--- config.mk ---
export PLATFORM = sky130hd
export DESIGN_NAME = cme_channel_mode_engine
export DESIGN_NICKNAME = d
export VERILOG_FILES = /design/src/hw/cme_pkg.sv /design/src/hw/cme_baud_tick.sv /design/src/hw/cme_channel_mode_engine.sv
export SDC_FILE = /design/constraint.sdc
export NUM_CORES = 1
export LEC_CHECK = 0
export ABC_AREA = 1
export BUFFER_PORTS_ARGS = -buffer_cell sky130_fd_sc_hd__buf_2
export CORE_ASPECT_RATIO = 1.1
export CORE_MARGIN = 2
export CORE_UTILIZATION = 54
export CTS_BUF_LIST = sky130_fd_sc_hd__clkbuf_8
export CTS_CLUSTER_SIZE = 20
export DETAILED_ROUTE_END_ITERATION = 12
export PLACE_DENSITY = 0.8
export SYNTH_ARGS = -nofsm -noshare
export SYNTH_HDL_FRONTEND = slang
export SYNTH_SLANG_ARGS = --single-unit
--- constraint.sdc ---
create_clock -name clk -period 3.04 [get_ports clk]
set_input_delay 0.608 -clock clk [delete_from_list [all_inputs] [get_ports clk]]
set_output_delay 0.608 -clock clk [all_outputs]
set_load 0.02 [all_outputs]
--- src/hw/cme_pkg.sv ---
// Shared constants and types of the channel mode engine
package cme_pkg;

  // Channel and pin geometry
  localparam int NUM_CH = 4;          // Channels in the bridge
  localparam int SSE_CH = 2;          // Channels that carry the serial engine
  localparam int PIN_W = 8;           // Parallel port width
  localparam int PRESCALE_W = 14;     // Baud prescaler width
  localparam int FRAC_W = 4;          // Baud fine-tuning bits
  localparam int DIV_W = 8;           // Serial clock divisor width

  // Channel mode codes
  localparam logic [7:0] MODE_UART = 8'h00;
  localparam logic [7:0] MODE_ASYNC_BB = 8'h01;
  localparam logic [7:0] MODE_SSE = 8'h02;
  localparam logic [7:0] MODE_SYNC_BB = 8'h04;

  // Serial engine opcodes carried in the host stream
  localparam logic [7:0] OP_SET_DIV = 8'h01;
  localparam logic [7:0] OP_ADAPT_ON = 8'h02;
  localparam logic [7:0] OP_ADAPT_OFF = 8'h03;
  localparam logic [7:0] OP_SHIFT = 8'h10;

  // Serial engine pin positions on the parallel port
  localparam int PIN_CLK = 0;         // Serial clock out
  localparam int PIN_DOUT = 1;        // Serial data out
  localparam int PIN_DIN = 2;         // Serial data in
  localparam int PIN_RCLK = 7;        // Low GPIO bit 3, returned clock
  localparam logic [7:0] SSE_OUT_MASK = 8'h03;

  // Clock rates
  localparam int CLK_HZ = 10_000_000;
  localparam int SSE_MAX_BPS = 30_000_000;  // Ceiling of the engine rate
  localparam int SSE_BASE_HZ = CLK_HZ / 2;  // Fastest serial clock here

  // UART framing
  localparam logic [3:0] UART_OVERSAMPLE_LAST = 4'hF;  // x16 ticks per bit
  localparam logic [3:0] UART_BITS_ONE_STOP = 4'hA;
  localparam logic [3:0] UART_BITS_TWO_STOP = 4'hB;

  // Synchronous bit-bang settle: one setup cycle plus pin sync latency
  localparam int SBB_SETUP_CYCLES = 1;
  localparam int PIN_SYNC_LATENCY = 3;
  localparam logic [2:0] SBB_SETTLE =
    3'(SBB_SETUP_CYCLES + PIN_SYNC_LATENCY);

  // Reset values
  localparam logic [7:0] RST_PIN_OUT = 8'h00;
  localparam logic [7:0] RST_DIV = 8'h00;

  // Baud generator setting
  typedef struct packed {
    logic [PRESCALE_W-1:0] prescale;
    logic [FRAC_W-1:0] frac;
  } cme_baud_cfg_type;

  // Per-channel line setting
  typedef struct packed {
    logic two_stop;
    cme_baud_cfg_type baud;
  } cme_line_cfg_type;

  // Channel sequencer states
  typedef enum logic [2:0] {
    ST_IDLE,
    ST_UART_TX,
    ST_SETTLE,
    ST_SSE_ARG,
    ST_SSE_LOW,
    ST_SSE_WAIT_RCLK,
    ST_SSE_HIGH
  } cme_state_type;

endpackage

--- src/hw/cme_baud_tick.sv ---
// Fractional baud tick generator
`timescale 1ns/1ps
`default_nettype none

module cme_baud_tick #(
  parameter int PRESCALE_W = cme_pkg::PRESCALE_W,
  parameter int FRAC_W = cme_pkg::FRAC_W
) (
  // Clock and reset
  input wire logic clk,
  input wire logic nrst,
  // Setting
  input wire logic [PRESCALE_W-1:0] prescale,
  input wire logic [FRAC_W-1:0] frac,
  // Tick out
  output logic tick
);

  logic [PRESCALE_W-1:0] count;  // Cycles left in this period
  logic [FRAC_W-1:0] acc;        // Fraction accumulator

  // Fraction carry stretches a period by one cycle
  wire [FRAC_W:0] acc_sum = {1'b0, acc} + {1'b0, frac};
  wire carry = acc_sum[FRAC_W];
  // Zero prescale behaves as one, so the tick never stalls
  wire [PRESCALE_W-1:0] base =
    (prescale == '0) ? '0 : prescale - {{(PRESCALE_W-1){1'b0}}, 1'b1};
  wire [PRESCALE_W-1:0] reload = base + {{(PRESCALE_W-1){1'b0}}, carry};

  // Count down, tick at zero and reload
  always_ff @(posedge clk) begin
    if (!nrst) begin
      count <= '0;
      acc <= '0;
      tick <= 1'b0;
    end else if (count == '0) begin
      count <= reload;
      acc <= acc_sum[FRAC_W-1:0];
      tick <= 1'b1;
    end else begin
      count <= count - {{(PRESCALE_W-1){1'b0}}, 1'b1};
      tick <= 1'b0;
    end
  end

endmodule

`default_nettype wire

--- src/hw/cme_channel_mode_engine.sv ---
// Four-channel mode engine: UART, serial engine and bit-bang ports
`timescale 1ns/1ps
`default_nettype none

module cme_channel_mode_engine #(
  parameter int NUM_CH = cme_pkg::NUM_CH,
  parameter int SSE_CH = cme_pkg::SSE_CH
) (
  // Clock and reset
  input wire logic clk,
  input wire logic nrst,
  // Mode selection, one strobe per channel
  input wire logic [NUM_CH-1:0] mode_write,
  input wire logic [NUM_CH-1:0][7:0] mode_value,
  // Line setting and bit-bang directions
  input wire cme_pkg::cme_line_cfg_type [NUM_CH-1:0] line_cfg,
  input wire logic [NUM_CH-1:0][7:0] pin_dir,
  // USB suspend state
  input wire logic usb_suspend,
  output logic power_enable_n,
  // Host to device FIFO side
  input wire logic [NUM_CH-1:0] h2d_valid,
  input wire logic [NUM_CH-1:0][7:0] h2d_data,
  output logic [NUM_CH-1:0] h2d_ready,
  // Device to host FIFO side
  output logic [NUM_CH-1:0] d2h_valid,
  output logic [NUM_CH-1:0][7:0] d2h_data,
  input wire logic [NUM_CH-1:0] d2h_ready,
  // UART line outputs
  output logic [NUM_CH-1:0] uart_txd,
  output logic [NUM_CH-1:0] rs485_tx_drive_enable,
  // Parallel pins, three signals each
  input wire logic [NUM_CH-1:0][7:0] pin_in,
  output logic [NUM_CH-1:0][7:0] pin_out,
  output logic [NUM_CH-1:0][7:0] pin_oe_n
);

  // Legal mode for a channel; unknown codes fall back to UART
  function automatic logic [7:0] legal_mode(input logic [7:0] code,
                                            input logic has_sse);
    case (code)
      cme_pkg::MODE_ASYNC_BB: legal_mode = cme_pkg::MODE_ASYNC_BB;
      cme_pkg::MODE_SYNC_BB: legal_mode = cme_pkg::MODE_SYNC_BB;
      cme_pkg::MODE_SSE:
        legal_mode = has_sse ? cme_pkg::MODE_SSE : cme_pkg::MODE_UART;
      default: legal_mode = cme_pkg::MODE_UART;
    endcase
  endfunction

  // Active-low drive mask of the pins for a mode
  function automatic logic [7:0] drive_n(input logic [7:0] mode,
                                         input logic [7:0] dir);
    case (mode)
      cme_pkg::MODE_ASYNC_BB: drive_n = ~dir;
      cme_pkg::MODE_SYNC_BB: drive_n = ~dir;
      cme_pkg::MODE_SSE: drive_n = ~cme_pkg::SSE_OUT_MASK;
      default: drive_n = 8'hFF;
    endcase
  endfunction

  // Suspend input synchroniser, three stages
  logic susp_s1;
  logic susp_s2;
  logic susp_s3;
  logic susp_filt;  // Accepted suspend level

  // Suspend sync and power enable; high turns external parts off
  always_ff @(posedge clk) begin
    if (!nrst) begin
      susp_s1 <= 1'b0;
      susp_s2 <= 1'b0;
      susp_s3 <= 1'b0;
      susp_filt <= 1'b0;
      power_enable_n <= 1'b1;
    end else begin
      susp_s1 <= usb_suspend;
      susp_s2 <= susp_s1;
      susp_s3 <= susp_s2;
      if (susp_s2 == susp_s3) begin
        susp_filt <= susp_s3;
      end
      power_enable_n <= susp_filt;
    end
  end

  // One independent engine per channel
  for (genvar ch = 0; ch < NUM_CH; ch++) begin : g_ch
    localparam logic HAS_SSE = (ch < SSE_CH);

    logic [7:0] mode;                 // Active mode code
    cme_pkg::cme_state_type state;    // Sequencer state
    logic tick;                       // Baud tick
    logic [7:0] p_s1;                 // Pin sync stages
    logic [7:0] p_s2;
    logic [7:0] p_s3;
    logic [7:0] pins;                 // Accepted pin levels
    logic [7:0] out_reg;              // Driven pin values
    logic [10:0] shreg;               // UART frame shifter
    logic [3:0] bitcnt;               // UART bits left
    logic [3:0] subcnt;               // Ticks within a bit
    logic [2:0] settle;               // Sync bit-bang settle count
    logic [7:0] op;                   // Pending engine opcode
    logic [7:0] div;                  // Serial clock divisor
    logic [7:0] halfcnt;              // Cycles left in half period
    logic adapt;                      // Adaptive clocking on
    logic [7:0] sse_tx;               // Engine transmit byte
    logic [7:0] sse_rx;               // Engine receive byte
    logic [2:0] sse_bit;              // Engine bits left minus one

    // Per-channel baud generator
    cme_baud_tick #(
      .PRESCALE_W(cme_pkg::PRESCALE_W),
      .FRAC_W(cme_pkg::FRAC_W)
    ) u_baud (
      .clk(clk),
      .nrst(nrst),
      .prescale(line_cfg[ch].baud.prescale),
      .frac(line_cfg[ch].baud.frac),
      .tick(tick)
    );

    // Handshake decode
    wire idle = (state == cme_pkg::ST_IDLE);
    wire room = !d2h_valid[ch];  // Return slot free
    wire is_uart = (mode == cme_pkg::MODE_UART);
    wire is_async = (mode == cme_pkg::MODE_ASYNC_BB);
    wire is_sync = (mode == cme_pkg::MODE_SYNC_BB);
    wire is_sse = (mode == cme_pkg::MODE_SSE);
    wire ready_async = idle && is_async && tick;
    wire ready_sync = idle && is_sync && room;
    wire ready_sse = is_sse && room &&
      (idle || state == cme_pkg::ST_SSE_ARG);
    wire ready_w = (idle && is_uart) || ready_async || ready_sync ||
      ready_sse;
    // Mode strobe wins; a byte offered then waits instead of being lost
    wire take_ok = ready_w && !mode_write[ch];
    wire take = h2d_valid[ch] && take_ok;
    wire [7:0] byte_in = h2d_data[ch];
    wire [3:0] frame_bits = line_cfg[ch].two_stop ?
      cme_pkg::UART_BITS_TWO_STOP : cme_pkg::UART_BITS_ONE_STOP;
    wire half_done = (halfcnt == 8'h00);
    // Returned clock still high from the last bit; the low half waits
    wire rclk_busy = adapt && pins[cme_pkg::PIN_RCLK];
    // Outputs only where the pin is an output
    wire [7:0] oe_n_w = drive_n(mode, pin_dir[ch]);

    assign h2d_ready[ch] = take_ok;
    assign pin_out[ch] = out_reg;
    assign pin_oe_n[ch] = oe_n_w;

    // Pin sync; a bit changes once stages two and three agree
    always_ff @(posedge clk) begin
      if (!nrst) begin
        p_s1 <= 8'h00;
        p_s2 <= 8'h00;
        p_s3 <= 8'h00;
        pins <= 8'h00;
      end else begin
        p_s1 <= pin_in[ch];
        p_s2 <= p_s1;
        p_s3 <= p_s2;
        pins <= ((p_s2 ~^ p_s3) & p_s3) | ((p_s2 ^ p_s3) & pins);
      end
    end

    // Mode register; reset lands in UART
    always_ff @(posedge clk) begin
      if (!nrst) begin
        mode <= cme_pkg::MODE_UART;
      end else if (mode_write[ch]) begin
        mode <= legal_mode(mode_value[ch], HAS_SSE);
      end
    end

    // Channel sequencer
    always_ff @(posedge clk) begin
      if (!nrst) begin
        state <= cme_pkg::ST_IDLE;
        out_reg <= cme_pkg::RST_PIN_OUT;
        shreg <= 11'h7FF;
        bitcnt <= 4'h0;
        subcnt <= 4'h0;
        settle <= 3'h0;
        op <= 8'h00;
        div <= cme_pkg::RST_DIV;
        halfcnt <= 8'h00;
        adapt <= 1'b0;
        sse_tx <= 8'h00;
        sse_rx <= 8'h00;
        sse_bit <= 3'h0;
        uart_txd[ch] <= 1'b1;
        rs485_tx_drive_enable[ch] <= 1'b0;
        d2h_valid[ch] <= 1'b0;
        d2h_data[ch] <= 8'h00;
      end else if (mode_write[ch]) begin
        // Mode change abandons any sequence in flight
        state <= cme_pkg::ST_IDLE;
        uart_txd[ch] <= 1'b1;
        rs485_tx_drive_enable[ch] <= 1'b0;
        out_reg[cme_pkg::PIN_CLK] <= 1'b0;
        if (mode_value[ch] == cme_pkg::MODE_UART) begin
          adapt <= 1'b0;
          div <= cme_pkg::RST_DIV;
        end
      end else begin
        // Host drains the return slot
        if (d2h_valid[ch] && d2h_ready[ch]) begin
          d2h_valid[ch] <= 1'b0;
        end
        case (state)
          cme_pkg::ST_IDLE: begin
            if (take && is_uart) begin
              // Start bit first, then data LSB first, stop bits high
              shreg <= {2'b11, byte_in, 1'b0};
              bitcnt <= frame_bits;
              subcnt <= 4'h0;
              uart_txd[ch] <= 1'b0;
              rs485_tx_drive_enable[ch] <= 1'b1;
              state <= cme_pkg::ST_UART_TX;
            end else if (take && is_async) begin
              out_reg <= byte_in;
            end else if (take && is_sync) begin
              // Old pin state goes home before the new byte drives
              d2h_data[ch] <= pins;
              d2h_valid[ch] <= 1'b1;
              out_reg <= byte_in;
              settle <= cme_pkg::SBB_SETTLE;
              // Strobe points stay internal, no pins exist for them
              state <= cme_pkg::ST_SETTLE;
            end else if (take && is_sse) begin
              // Opcodes run strictly in stream order
              case (byte_in)
                cme_pkg::OP_SET_DIV: begin
                  op <= byte_in;
                  state <= cme_pkg::ST_SSE_ARG;
                end
                cme_pkg::OP_SHIFT: begin
                  op <= byte_in;
                  state <= cme_pkg::ST_SSE_ARG;
                end
                cme_pkg::OP_ADAPT_ON: adapt <= 1'b1;
                cme_pkg::OP_ADAPT_OFF: adapt <= 1'b0;
                default: begin
                  // Unknown opcodes are skipped
                end
              endcase
            end
          end
          cme_pkg::ST_UART_TX: begin
            if (tick) begin
              subcnt <= subcnt + 4'h1;
              if (subcnt == cme_pkg::UART_OVERSAMPLE_LAST) begin
                shreg <= {1'b1, shreg[10:1]};
                bitcnt <= bitcnt - 4'h1;
                if (bitcnt == 4'h1) begin
                  uart_txd[ch] <= 1'b1;
                  rs485_tx_drive_enable[ch] <= 1'b0;
                  state <= cme_pkg::ST_IDLE;
                end else begin
                  uart_txd[ch] <= shreg[1];
                end
              end
            end
          end
          cme_pkg::ST_SETTLE: begin
            // Setup time, then let the pins reach the sampler
            settle <= settle - 3'h1;
            if (settle == 3'h1) begin
              state <= cme_pkg::ST_IDLE;
            end
          end
          cme_pkg::ST_SSE_ARG: begin
            if (take && op == cme_pkg::OP_SET_DIV) begin
              div <= byte_in;
              state <= cme_pkg::ST_IDLE;
            end else if (take) begin
              // MSB first; first data bit set while clock is low
              out_reg[cme_pkg::PIN_DOUT] <= byte_in[7];
              sse_tx <= {byte_in[6:0], 1'b0};
              sse_bit <= 3'h7;
              halfcnt <= div;
              state <= cme_pkg::ST_SSE_LOW;
            end
          end
          cme_pkg::ST_SSE_LOW: begin
            if (half_done && !rclk_busy) begin
              out_reg[cme_pkg::PIN_CLK] <= 1'b1;
              sse_rx <= {sse_rx[6:0], pins[cme_pkg::PIN_DIN]};
              halfcnt <= div;
              state <= adapt ? cme_pkg::ST_SSE_WAIT_RCLK :
                cme_pkg::ST_SSE_HIGH;
            end else if (!half_done) begin
              halfcnt <= halfcnt - 8'h01;
            end
          end
          cme_pkg::ST_SSE_WAIT_RCLK: begin
            // Data out frozen until the target echoes the clock
            if (pins[cme_pkg::PIN_RCLK]) begin
              state <= cme_pkg::ST_SSE_HIGH;
            end
          end
          cme_pkg::ST_SSE_HIGH: begin
            if (half_done) begin
              out_reg[cme_pkg::PIN_CLK] <= 1'b0;
              if (sse_bit == 3'h0) begin
                // Room was checked before the byte was taken
                d2h_data[ch] <= sse_rx;
                d2h_valid[ch] <= 1'b1;
                state <= cme_pkg::ST_IDLE;
              end else begin
                out_reg[cme_pkg::PIN_DOUT] <= sse_tx[7];
                sse_tx <= {sse_tx[6:0], 1'b0};
                sse_bit <= sse_bit - 3'h1;
                halfcnt <= div;
                state <= cme_pkg::ST_SSE_LOW;
              end
            end else begin
              halfcnt <= halfcnt - 8'h01;
            end
          end
          default: state <= cme_pkg::ST_IDLE;
        endcase
      end
    end
  end

endmodule

`default_nettype wire

# Word level (Yosys, flattened, before mapping)
# Cells that the tools add are included.
# totals
reg_bits	593
latch_bits	0
ram_bits	0
rom_bits	0
input_bits	219
output_inout_bits	113
word_cells	1025
mem_count	0
# classes
add_sub_neg	36
mul	0
div_mod_pow	0
order_cmp	0
eq_ne	183
shifts	0
mux	400
bitwise	41
reduce_logical	252
# op_table
operator	count
$mux 8	84
$mux 3	88
$pmux 8 s2	12
$mux 11	12
$eq 8x1->1 const B	16
$ne 2x2->1 const B	60
$eq 8x2->1 const B	14
$logic_not 14->1	8
$mux 14	8
$sub 14x1->14 const B	8
$mux 1	108
$logic_not 8->1	12
$pmux 8 s3	4
$pmux 11 s2	4
$pmux 3 s7	4
$reduce_and 7->1	12
$mux 4	20
$reduce_and 5->1	16
$reduce_bool 2->1	36
$logic_and 1x1->1	68
$and 8x8->8	8
$eq 8x3->1 const B	8
$pmux 4 s2	8
$pmux 3 s2	10
38 further kinds	284

# Logic depth before layout (Yosys ltp)
# Gate-level depths: netlist (run 1).
# logic_depth
ltp_word	15
depth_mapped	20
ltp_nobuf	20

# Hierarchy
# A second synthesis (run 1) with hierarchy kept.
# hier_totals
hier_cells	4043
area_unflattened_um2	28332.2
# modules_own_cells
module	instances	cells_per_inst	area_each_um2	seq_area_each_um2
cme_channel_mode_engine	1	2899	20985.1	9268.9
cme_baud_tick (g_ch[0].u_baud ...)	2	277	1806.7	380.4
cme_baud_tick (g_ch[2].u_baud)	1	293	1866.8	380.4
cme_baud_tick (g_ch[3].u_baud)	1	297	1866.8	380.4

# Worst setup path before layout (run 1)
# Ideal clock, no wire load.
# synth_path
path_kind	in2reg
from	in line_cfg[0] (netlist name)
to	reg g_ch[0].u_baud.count[10]
setup_time_ns	0.109
t_arrival_ns	2.669
required_ns	2.931
setup_slack_ns	0.262
stages	16
n_path_buf	0
cell_sequence	ha_1 inv_1 fa_1 o21ai_0 ha_1 ha_1 nand2_1 nand3b_1 nor2_1 nand2_1 nor2_1 nand2_1 xor2_1 nand2_1 nand2_1 inv_1
# synth_between
elab_chain_cells	3
# synth_rtl
item	line	text
from (decl)	cme_channel_mode_engine.sv:16	input wire cme_pkg::cme_line_cfg_type [NUM_CH-1:0] line_cfg,
$add 4x4->5	cme_baud_tick.sv:23	wire [FRAC_W:0] acc_sum = {1'b0, acc} + {1'b0, frac};
$add 14x1->14	cme_baud_tick.sv:28	wire [PRESCALE_W-1:0] reload = base + {{(PRESCALE_W-1){1'b0}}, carry};
$mux 14	cme_baud_tick.sv:36	end else if (count == '0) begin
to (signal assigned)	cme_baud_tick.sv:37	count <= reload;
to (signal assigned)	cme_baud_tick.sv:41	count <= count - {{(PRESCALE_W-1){1'b0}}, 1'b1};
to (decl)	cme_baud_tick.sv:19	logic [PRESCALE_W-1:0] count;
# No other way between the ends.
# A chain may end at the register's enable or synchronous reset.

# Worst setup path in the final report (run 1)
# layout_path
from	reg g_ch[3].u_baud.acc[0]
to	reg g_ch[3].u_baud.count[10]
# layout_between
elab_chain_cells	3
# layout_rtl
item	line	text
from (decl)	cme_baud_tick.sv:20	logic [FRAC_W-1:0] acc;
from (signal assigned)	cme_baud_tick.sv:38	acc <= acc_sum[FRAC_W-1:0];
$add 4x4->5	cme_baud_tick.sv:23	
$add 14x1->14	cme_baud_tick.sv:28	
$mux 14	cme_baud_tick.sv:36	
to (signal assigned)	cme_baud_tick.sv:37	
to (signal assigned)	cme_baud_tick.sv:41	
to (decl)	cme_baud_tick.sv:19	
# No other way between the ends.

==> results of run 1 <==
[worst max-delay path: cells and delay by family (launching register included)]
family	cells	cell delay (ns)
AO/OA/AOI/OAI	1	0.17
flip-flops	1	0.34
buffers and inverters	3	0.24
adder cells (fa/ha/maj)	4	0.95
AND/OR/NAND/NOR	9	0.94
[per-stage QoR]
step	hold WS, ns	utilization, %	std cells
after floorplan	0.390	-	4045
after global placement	0.392	59.2	4985
after detailed placement	0.398	59.2	4985
after CTS	0.0637	62.9	5144
after global routing	0.0947	62.9	5146
final	0.134	62.9	5146
[layer usage]
metal | vias to the layer above | wire, microns
met1 | 11900 | 30400
li1 | 13800 | -
met4 | 4 | 2000
met3 | 165 | 3570
met5 | - | 23
met2 | 643 | 31500
[report_power, final]
part	internal, mW	total [mW]	switching, mW
clock network	3.63	6.60	2.97
registers	7.73	8.19	0.460
logic	1.81	4.91	3.10
total	13.2	19.7	6.53
[placed cells by master, fill, tap and decap left out, types with 5 or more instances in the layout]
cell type / count
a211oi_1: 16
a21oi_1: 283
a22oi_1: 15
a31oi_1: 24
buf_2: 330
buf_4: 56
clkbuf_8: 117
clkinv_1: 5
clkinv_2: 15
dfxtp_1: 539
ha_1: 108
inv_1: 613
inv_2: 15
nand2_1: 900
nand2_2: 7
nand3_1: 202
nand3_2: 12
nand3b_1: 12
nand4_1: 62
nor2_1: 479
nor2_2: 10
nor3_1: 92
nor3_2: 7
nor3b_1: 7
nor4_1: 15
o211ai_1: 34
o21a_1: 7
o21ai_0: 278
o21ai_1: 16
o22ai_1: 9
or2_2: 10
xnor2_1: 37
xor2_1: 70
[final cells by class]
cell class | instances | area [sq um]
fillers | 4687 | 19000
multi-input cells | 2772 | 14200
flip-flops and latches | 539 | 10800
inverters | 618 | 2340
repair buffers | 389 | 2130
clock buffers | 117 | 1610
well taps | 667 | 835
clock inverters | 42 | 269
diodes | 2 | 5.00
[path summary, 6_finish.rpt]
| check | start | to | cells after the start | slack [ns] |
|---|---|---|---|---|
| setup / recovery | g_ch[3].u_baud.acc[0]$_SDFFE_PN0P_ | g_ch[3].u_baud.count[10]$_SDFF_PN0_ | 17 | 0.30 |
| hold / removal | pin_in[27] | g_ch[3].p_s1[3]$_SDFF_PN0_ | 3 | 0.13 |
| setup reg to reg | g_ch[3].u_baud.acc[0]$_SDFFE_PN0P_ | g_ch[3].u_baud.count[10]$_SDFF_PN0_ | 17 | 0.30 |
| hold reg to reg | g_ch[0].p_s1[3]$_SDFF_PN0_ | g_ch[0].p_s2[3]$_SDFF_PN0_ | 2 | 0.41 |
[kinds of logic after synthesis]
kind of cell / count (synthesis) / share of synthesized area (%)
adders and majority gates: 113 / 5.17
DFF: 539 / 38.7
AOI/OAI and AO/OA: 714 / 14.2
xor gates and xnor gates: 107 / 3.36
buffers and inverters: 734 / 10.3
and+or+nand+nor: 1838 / 28.3
[timing repair]
item | CTS | global route
endpoints found under the setup margin | 0 | 6
resized for setup | 0 | 3
endpoints found under the hold margin | 0 | 0
==> results.json, run 1 <==
{
  "vias_per_cell": 5.14,
  "h-tree-depth": 3,
  "dpl.hpwl_microns": 48500,
  "clk_path_buf_depth": 3,
  "powerDensity_nw_per_um2": 612,
  "cts_tree": "yes",
  "outcome": "complete, no violations",
  "grt_usage_pct": 24.8,
  "worst_pin_slew_ns": 0.889,
  "grt-ovfl-total": 0,
  "finalPower_mw": 19.7,
  "ys.flop_type": "dfxtp_1",
  "clk-insertion-delay-late_ns": 0.66,
  "p_leak_nw": 15.7,
  "final-setup-viol-count": 0,
  "netlist_instances": 4045,
  "fmax_mhz": 365,
  "synth.lib_cells_used.distinct": 68,
  "cts_sinks": 539,
  "crit_path_start_kind": "flip-flop",
  "grt_use_met1_pct": 30.9,
  "max_cap_viol_count": 0,
  "cts_buffers": 88,
  "wire_per_inst_microns": 13.1,
  "use_met2_pct": 42.3,
  "gp_congestion": 0.927,
  "final.setup.worst_slack_ns": 0.300,
  "routed_wl_microns": 67400,
  "syn_area_per_cell_sq_um": 6.89,
  "path_cells": "ha_1 > inv_1 > fa_1 > o21ai_0 > buf_4 > ha_1 > ha_1 > nand2_1 > nand3b_1 > nor2_1 > nand2_1 > nor2_2 > nand2_1 > nand2_1 > nand3_1 > nand3_1 > inv_1",
  "grt_setup_unrepaired": "no",
  "syn_to_final_growth_pct": 15.5,
  "synth.most_common_cell": "nand2_1",
  "report.final.slew_viol_count": 0,
  "first_iter_violations": 1561,
  "grt.busiest_layer": "met2",
  "period_needed_ns": 2.74,
  "final.setup.tns_ns": 0,
  "synth-seq-area-share_pct": 38.7,
  "skew_ns": 0.0153,
  "pre_cts_slack_ns": -0.0936,
  "cts_hold_buffers": 0,
  "drc": 0,
  "relSlewSlack_pct": 40.4,
  "synth_enable_flop_cells": 0,
  "hold_violations": 0,
  "critPathMaxFanout": 5,
  "port_buffers": 331,
  "grt_max_degree": 98,
  "finalNetCount": 4739,
  "synthTopCellsByCount": "901 x nand2_1, 594 x inv_1, 539 x dfxtp_1",
  "grtUsageMet3_pct": 4.34,
  "cp.required_ns": 3.60,
  "top_register": "g_ch.u_baud.count",
  "worst_path_most_repeated_cell": "nand2_1",
  "slowest_stage": "fa_1",
  "placed_area_sq_um": 30300,
  "synth_top_area_share_pct": 38.7,
  "core_sq_um": 51200,
  "synth_area_sq_um": 27900,
  "synthTopCellsByArea": "dfxtp_1 39%, nand2_1 12%, inv_1 8.0%",
  "die_x_microns": 221,
  "ys_seq_elements": 539,
  "end_kind": "flip-flop",
  "critical_path_class": "flip-flop to flip-flop",
  "yosysTopAreaCell": "dfxtp_1",
  "rows": 87,
  "async_flop_share_pct": 0,
  "drive_gt1_share_pct": 13.8,
  "largest_reg_flops": 56,
  "initial_core_util_pct": 54.5,
  "ir_drop_uv": 451,
  "ctsRootBufferMaster": "clkbuf_8",
  "min_path_type": "input pin to flip-flop",
  "antenna_found_initial": 4,
  "dieArea_sq_um": 53500,
  "cp_data_arrival_time_ns": 3.30,
  "grt_pass1_vias": 24900,
  "fin_area_sq_um": 32200,
  "slowest_delay_ns": 0.40,
  "ant_nets": 0,
  "vias": 26500,
  "clkTransAtPathRegs_ns": 0.07,
  "syn_nets": 4376,
  "die_y_microns": 242,
  "fin_crit_sh_pct": 90.1,
  "yosysWarnings": 0,
  "num_io_pins": 332,
  "grt_pass1_wl_microns": 112000,
  "cts_setup_buffers": 0,
  "firstDrtPassIters": 5
}
Note: power is estimated with default switching activity, not from simulation.
==> run 2: changes to the inputs <==
CORE_UTILIZATION = 60   (was 54)
PLACE_DENSITY = 0.87   (was 0.8)
SYNTH_HIERARCHICAL = 1   (was default)
==> run 2 against run 1 <==
Non-clock buffer count shrank 26; synthesized cell count is essentially flat; clock-buffer cell count shrank 3; wire length shrank 1.9%; cell area grew 0.27%; worst setup slack gained 0.049 ns; register-to-register slack gained 0.09 ns; highest routed layer unchanged.
==> results.json, run 2 <==
{
  "cts_setup_buffers": 0,
  "cp.required_ns": 2.43,
  "worst_pin_slew_ns": 0.763,
  "ant_nets": 0,
  "clk_path_buf_depth": 3,
  "routed_wl_microns": 66100,
  "ys.flop_type": "dfxtp_1",
  "cp_data_arrival_time_ns": 2.08,
  "syn_area_per_cell_sq_um": 7.01,
  "synth_top_area_share_pct": 38.1,
  "largest_reg_flops": 56,
  "wire_per_inst_microns": 13.1,
  "reg2reg_depth": 13,
  "grt_pass1_vias": 24700,
  "outcome": "complete, no violations",
  "initial_core_util_pct": 60.8,
  "die_y_microns": 232,
  "layout_common_cells": "901 x nand2_1, 578 x inv_1, 539 x dfxtp_1",
  "gp_congestion": 0.958,
  "num_io_pins": 332,
  "core_sq_um": 46600,
  "critPathMaxFanout": 4,
  "synth_area_sq_um": 28300,
  "vias_per_cell": 5.24,
  "report.final.slew_viol_count": 0,
  "netlist_instances": 4043,
  "cts_buffers": 88,
  "fin_crit_sh_pct": 88.5,
  "clk-insertion-delay-late_ns": 0.68,
  "cts_tree": "yes",
  "synthTopCellsByArea": "dfxtp_1 38%, nand2_1 12%, inv_1 7.4%",
  "top_register": "g_ch.u_baud/count",
  "firstDrtPassIters": 5,
  "p_leak_nw": 15.7,
  "finalNetCount": 4702,
  "grt-ovfl-total": 0,
  "drc": 0,
  "cts_hold_buffers": 0,
  "final_common_cell": "nand2_1",
  "antenna_found_initial": 7,
  "ys_seq_elements": 539,
  "final-setup-viol-count": 0,
  "cts_sinks": 539,
  "syn_to_final_growth_pct": 14.0,
  "syn_nets": 4368,
  "reg2reg_from": "g_ch[3].u_baud/acc[0]$_SDFFE_PN0P_",
  "powerDensity_nw_per_um2": 726,
  "synth-seq-area-share_pct": 38.1,
  "min_path_type": "input pin to flip-flop",
  "die_x_microns": 211,
  "port_buffers": 331,
  "synth_top_family_by_area": "simple AND/OR/NAND/NOR gates",
  "ir_drop_uv": 424,
  "dieArea_sq_um": 49000,
  "yosys.area_share.xor_xnor_pct": 3.02,
  "crit_path_start_kind": "flip-flop",
  "grt_usage_pct": 26.5,
  "critical_path_class": "flip-flop to primary output",
  "grt_pass1_wl_microns": 110000,
  "end_kind": "primary output",
  "grt_setup_unrepaired": "no",
  "grt_max_degree": 112,
  "rr_endpoint": "g_ch[3].u_baud/count[10]$_SDFF_PN0_",
  "fill_cells": 3840,
  "fmax_mhz": 372,
  "max_cap_viol_count": 0,
  "vias": 26400,
  "cts_resized": 0,
  "ctsRootBufferMaster": "clkbuf_8",
  "yosysWarnings": 6,
  "synth.lib_cells_used.distinct": 69,
  "h-tree-depth": 3,
  "synthSimpleGateAreaFrac_pct": 30.0,
  "dpl.hpwl_microns": 47900,
  "final.setup.tns_ns": 0,
  "muxShareOfSynthArea_pct": 0,
  "crit_start": "g_ch[2].mode[0]$_SDFFE_PN0P_",
  "first_iter_violations": 1459,
  "rrSetupSlack_ns": 0.39,
  "period_needed_ns": 2.69,
  "skew_ns": 0.0307,
  "relSlewSlack_pct": 49.0,
  "synth-compound-area-share_pct": 14.0,
  "synthTopCellsByCount": "901 x nand2_1, 556 x inv_1, 539 x dfxtp_1",
  "hold_violations": 0,
  "final_util_pct": 69.2,
  "clkTransAtPathRegs_ns": 0.06,
  "yosysTopAreaCell": "dfxtp_1",
  "synth.most_common_cell": "nand2_1",
  "rows": 83,
  "synth_enable_flop_cells": 0,
  "async_flop_share_pct": 0,
  "cp-endpoint": "h2d_ready[2]",
  "synth_fa_ha_area_share_pct": 4.82,
  "drive_gt1_share_pct": 16.3
}
## run 2: cell families (layout without fill, tap and decap cells)
family | after synthesis | in the layout
compound gates | 723 | 723
fa+ha+maj | 107 | 107
xor+xnor | 96 | 96
flops | 539 | 539
simple gates | 1868 | 1868
buf+inv | 710 | 1109
other cells | 0 | 6
## run 2: worst max-delay path, stage by stage (launching register included)
cell and delay, ns:
dfxtp_1 0.31, inv_1 0.10, ha_1 0.23, inv_1 0.05, or2_2 0.29, a31oi_4 0.23, buf_2 0.21
## run 2: area by class of cell
| class | count | area [sq um] | area share, % |
|---|---|---|---|
| Multi-Input combinational cell | 2794 | 14700 | 45.5 |
| Sequential cell | 539 | 10800 | 33.4 |
| Inverter | 591 | 2220 | 6.89 |
| Timing Repair Buffer | 363 | 1940 | 6.02 |
| Clock buffer | 114 | 1570 | 4.86 |
| Tap cell | 595 | 744 | 2.31 |
| Clock inverter | 41 | 299 | 0.926 |
| Antenna cell | 6 | 15.0 | 0.0465 |
## run 2: how the worst min path moves through the flow
stage                                           from                    endpoint  slack [ns]  cells past startpoint
after floorplan           g_ch[0].p_s1[0]$_SDFF_PN0_  g_ch[0].p_s2[0]$_SDFF_PN0_        0.39                      2
after global placement    g_ch[0].p_s1[7]$_SDFF_PN0_  g_ch[0].p_s2[7]$_SDFF_PN0_        0.39                      2
after detailed placement  g_ch[2].p_s1[1]$_SDFF_PN0_  g_ch[2].p_s2[1]$_SDFF_PN0_        0.40                      2
final                                      pin_in[2]  g_ch[0].p_s1[2]$_SDFF_PN0_        0.12                      3
after CTS                                  pin_in[0]  g_ch[0].p_s1[0]$_SDFF_PN0_        0.06                      3
after global routing                       pin_in[2]  g_ch[0].p_s1[2]$_SDFF_PN0_        0.09                      3
## run 2: power by group
group,internal (mW),leakage (nW),switching [mW]
Clock,3.71,1.06,2.90
Sequential,8.16,4.39,0.725
Combinational,2.80,10.3,5.16
## run 2: layer usage
| layer | up-vias | global-route usage [%] | wire (microns) |
|---|---|---|---|
| li1 | 13600 | - | - |
| met1 | 11900 | 31.1 | 28100 |
| met2 | 719 | 47.9 | 32400 |
| met3 | 150 | 4.60 | 3870 |
| met4 | 2 | 10.4 | 1790 |
| met5 | - | 0 | 7 |
## run 2: per-stage QoR
| step | hold slack, ns | setup slack (ns) | power (mW) | std cells | instance area (sq um) |
|---|---|---|---|---|---|
| 2_1_floorplan | 0.390 | 0.470 | 15.1 | 4043 | 28300 |
| 3_3_place_gp | 0.394 | 0.116 | 16.6 | 4882 | 30400 |
| 3_5_place_dp | 0.398 | 0.0358 | 16.8 | 4882 | 30400 |
| 4_1_cts | 0.0617 | 0.282 | 23.5 | 5037 | 32300 |
| 5_1_grt | 0.0875 | 0.188 | 25.1 | 5039 | 32300 |
| 6_report | 0.121 | 0.349 | 23.4 | 5043 | 32300 |
==> run 3: changes to the inputs <==
ABC_AREA = default   (was 1)
CORE_UTILIZATION = 40   (was 60)
PLACE_DENSITY = 0.63   (was 0.87)
SLEW_MARGIN = 10   (was default)
==> run 3 against run 2 <==
First-iteration DRC count decreased by 13%; highest routed layer unchanged; via count down 8.9%; largest power group unchanged; largest cell class unchanged; critical path type is now flip-flop to flip-flop; synthesized cell count fell by 20%; non-clock buffer count rose by 129; power down 17%.
==> results.json, run 3 <==
{
  "dpl.hpwl_microns": 50300,
  "cts_hold_buffers": 0,
  "instances_no_fill": 4644,
  "die_y_microns": 278,
  "firstDrtPassIters": 5,
  "synth.most_common_cell": "dfxtp_1",
  "ant_nets": 0,
  "yosysTopAreaCell": "dfxtp_1",
  "synthTopCellsByArea": "dfxtp_1 39%, nor2_1 5.1%, ha_1 4.7%",
  "report.final.slew_viol_count": 0,
  "drive_gt1_share_pct": 20.3,
  "worstHoldPathCells": 2,
  "rrSetupSlack_ns": 0.15,
  "antenna_found_initial": 14,
  "yosysWarnings": 6,
  "synth-seq-area-share_pct": 39.5,
  "first_iter_violations": 1274,
  "die_x_microns": 253,
  "synthTopCellsByCount": "539 x dfxtp_1, 371 x nor2_1, 325 x nand2_1",
  "dieArea_sq_um": 70400,
  "synth_enable_flop_cells": 0,
  "drc": 0,
  "ir_drop_uv": 299,
  "gp_congestion": 0.902,
  "wire_per_inst_microns": 15.2,
  "end_kind": "flip-flop",
  "cp_top_family": "simple AND/OR/NAND/NOR gates",
  "reg2reg_depth": 14,
  "slowest_delay_ns": 0.41,
  "largest_reg_flops": 56,
  "syn_area_per_cell_sq_um": 8.47,
  "synth_top_area_share_pct": 39.5,
  "grt_pass1_vias": 23000,
  "hold_violations": 0,
  "vias": 24100,
  "min_from": "pin_in[21]",
  "finalNetCount": 3969,
  "hold_end": "g_ch[2].p_s1[5]$_SDFF_PN0_",
  "synth_area_sq_um": 27300,
  "critPathMaxFanout": 2,
  "critical_path_class": "flip-flop to flip-flop",
  "fmax_mhz": 346,
  "skew_ns": 0.0261,
  "grt_usage_pct": 19.8,
  "powerDensity_nw_per_um2": 590,
  "core_sq_um": 67700,
  "cp_data_arrival_time_ns": 3.52,
  "ctsRootBufferMaster": "clkbuf_8",
  "grt_pass1_wl_microns": 116000,
  "placed_area_sq_um": 30700,
  "grt_max_degree": 73,
  "fin_area_sq_um": 32900,
  "initial_core_util_pct": 40.4,
  "syn_to_final_growth_pct": 20.4,
  "cts_sinks": 539,
  "rows": 100,
  "crit_path_start_kind": "flip-flop",
  "vias_per_cell": 5.18,
  "ys.flop_type": "dfxtp_1",
  "max_cap_viol_count": 0,
  "final-setup-viol-count": 0,
  "cts_tree": "yes",
  "reg2reg_from": "g_ch[1].u_baud/acc[0]$_SDFFE_PN0P_",
  "finalPower_mw": 19.4,
  "p_leak_nw": 13.5,
  "min_path_type": "input pin to flip-flop",
  "syn_nets": 3552,
  "synth.lib_cells_used.distinct": 107,
  "worst_pin_slew_ns": 1.09,
  "dp_cells": 4462,
  "clk-insertion-delay-late_ns": 0.70,
  "layout_common_cells": "536 x dfxtp_1, 370 x nor2_1, 330 x buf_2",
  "relSlewSlack_pct": 27.0,
  "routed_wl_microns": 70500,
  "grt-ovfl-total": 0,
  "cts_buffers": 95,
  "slowest_stage": "or4_4",
  "final_common_cell": "dfxtp_1",
  "top_register": "g_ch.u_baud/count",
  "async_flop_share_pct": 0,
  "netlist_instances": 3227,
  "outcome": "complete, no violations",
  "fin_crit_sh_pct": 95.0,
  "num_io_pins": 332,
  "clk_path_buf_depth": 3,
  "cp.required_ns": 3.67,
  "rr_endpoint": "g_ch[1].u_baud/count[12]$_SDFF_PN0_",
  "ys_seq_elements": 539,
  "port_buffers": 331,
  "cp_num_buf_inv": 2,
  "path_cells": "ha_4 > inv_2 > fa_2 > nor2b_2 > o21ai_2 > nand2b_1 > ha_2 > ha_4 > inv_2 > a211oi_2 > o211ai_1 > or3_1 > or4_4 > a31oi_1",
  "h-tree-depth": 3,
  "clkTransAtPathRegs_ns": 0.07,
  "period_needed_ns": 2.89
}
## run 3: final cells by class
| type | instances | area, sq um |
|---|---|---|
| fillers | 6670 | 34800 |
| multi-input cells | 2417 | 15500 |
| flip-flops and latches | 539 | 10800 |
| repair buffers | 492 | 2900 |
| clock buffers | 125 | 1720 |
| well taps | 918 | 1150 |
| clock inverters | 48 | 417 |
| inverters | 99 | 379 |
| diodes | 6 | 15.0 |
## run 3: kinds of logic (layout without fill, tap and decap cells)
family / after synthesis / count (layout) / share of synthesized area, %
simple gates: 1398 / 1398 / 26.1
compound gates: 666 / 666 / 16.8
flops: 539 / 539 / 39.5
buf+inv: 271 / 764 / 4.22
xor+xnor: 130 / 130 / 4.17
mux: 117 / 117 / 4.29
fa+ha+maj: 106 / 106 / 4.96
other cells: 0 / 6 / 0
## run 3: report_power, final
| part | leakage [nW] | internal, mW | total [mW] | switching, mW |
|---|---|---|---|---|
| Combinational | 7.91 | 1.77 | 4.01 | 2.24 |
| Clock | 1.18 | 4.28 | 7.40 | 3.12 |
| Sequential | 4.38 | 7.57 | 8.00 | 0.434 |
## run 3: through the flow
step	TNS, ns	hold slack, ns	utilization [%]	setup WS [ns]
floorplan	-0.114	0.410	-	-0.114
global placement	-0.780	0.413	45.3	-0.292
detailed placement	-1.11	0.417	45.3	-0.321
CTS	0	0.0434	48.5	0.0243
global route	-0.0167	0.0610	48.6	-0.0167
finish	0	0.117	48.6	0.151
## run 3: how the worst max path moves through the flow
stage                                             startpoint  cells past startpoint                                  end  slack, ns
after CTS                 g_ch[0].u_baud/acc[0]$_SDFFE_PN0P_                     14  g_ch[0].u_baud/count[12]$_SDFF_PN0_       0.02
after detailed placement                         line_cfg[0]                     15  g_ch[0].u_baud/count[12]$_SDFF_PN0_      -0.32
after floorplan                                  line_cfg[0]                     14  g_ch[0].u_baud/count[12]$_SDFF_PN0_      -0.11
after global placement                           line_cfg[0]                     15  g_ch[0].u_baud/count[12]$_SDFF_PN0_      -0.29
final                     g_ch[1].u_baud/acc[0]$_SDFFE_PN0P_                     14  g_ch[1].u_baud/count[12]$_SDFF_PN0_       0.15
after global routing      g_ch[1].u_baud/acc[0]$_SDFFE_PN0P_                     14  g_ch[1].u_baud/count[12]$_SDFF_PN0_      -0.02
## run 3: repair_timing
item	CTS	global route
endpoints found under the setup margin	0	8
buffers inserted	0	3
endpoints found under the hold margin	0	0
resized for setup	0	20
## run 3: layer usage
layer	global-route usage, %	share of wire (%)
met1	25.8	46
met2	32.1	46
met3	4.94	5.7
met4	5.75	2.0
met5	0	0.18
## run 3: worst register-to-register path: stages, from the launching register on
cell and delay, ns:
dfxtp_2 0.35, ha_4 0.13, inv_2 0.03, fa_2 0.33
nor2b_2 0.15, o21ai_2 0.06, nand2b_1 0.07, ha_2 0.19
ha_4 0.13, inv_2 0.04, a211oi_2 0.21, o211ai_1 0.14
or3_1 0.40, or4_4 0.41, a31oi_1 0.16
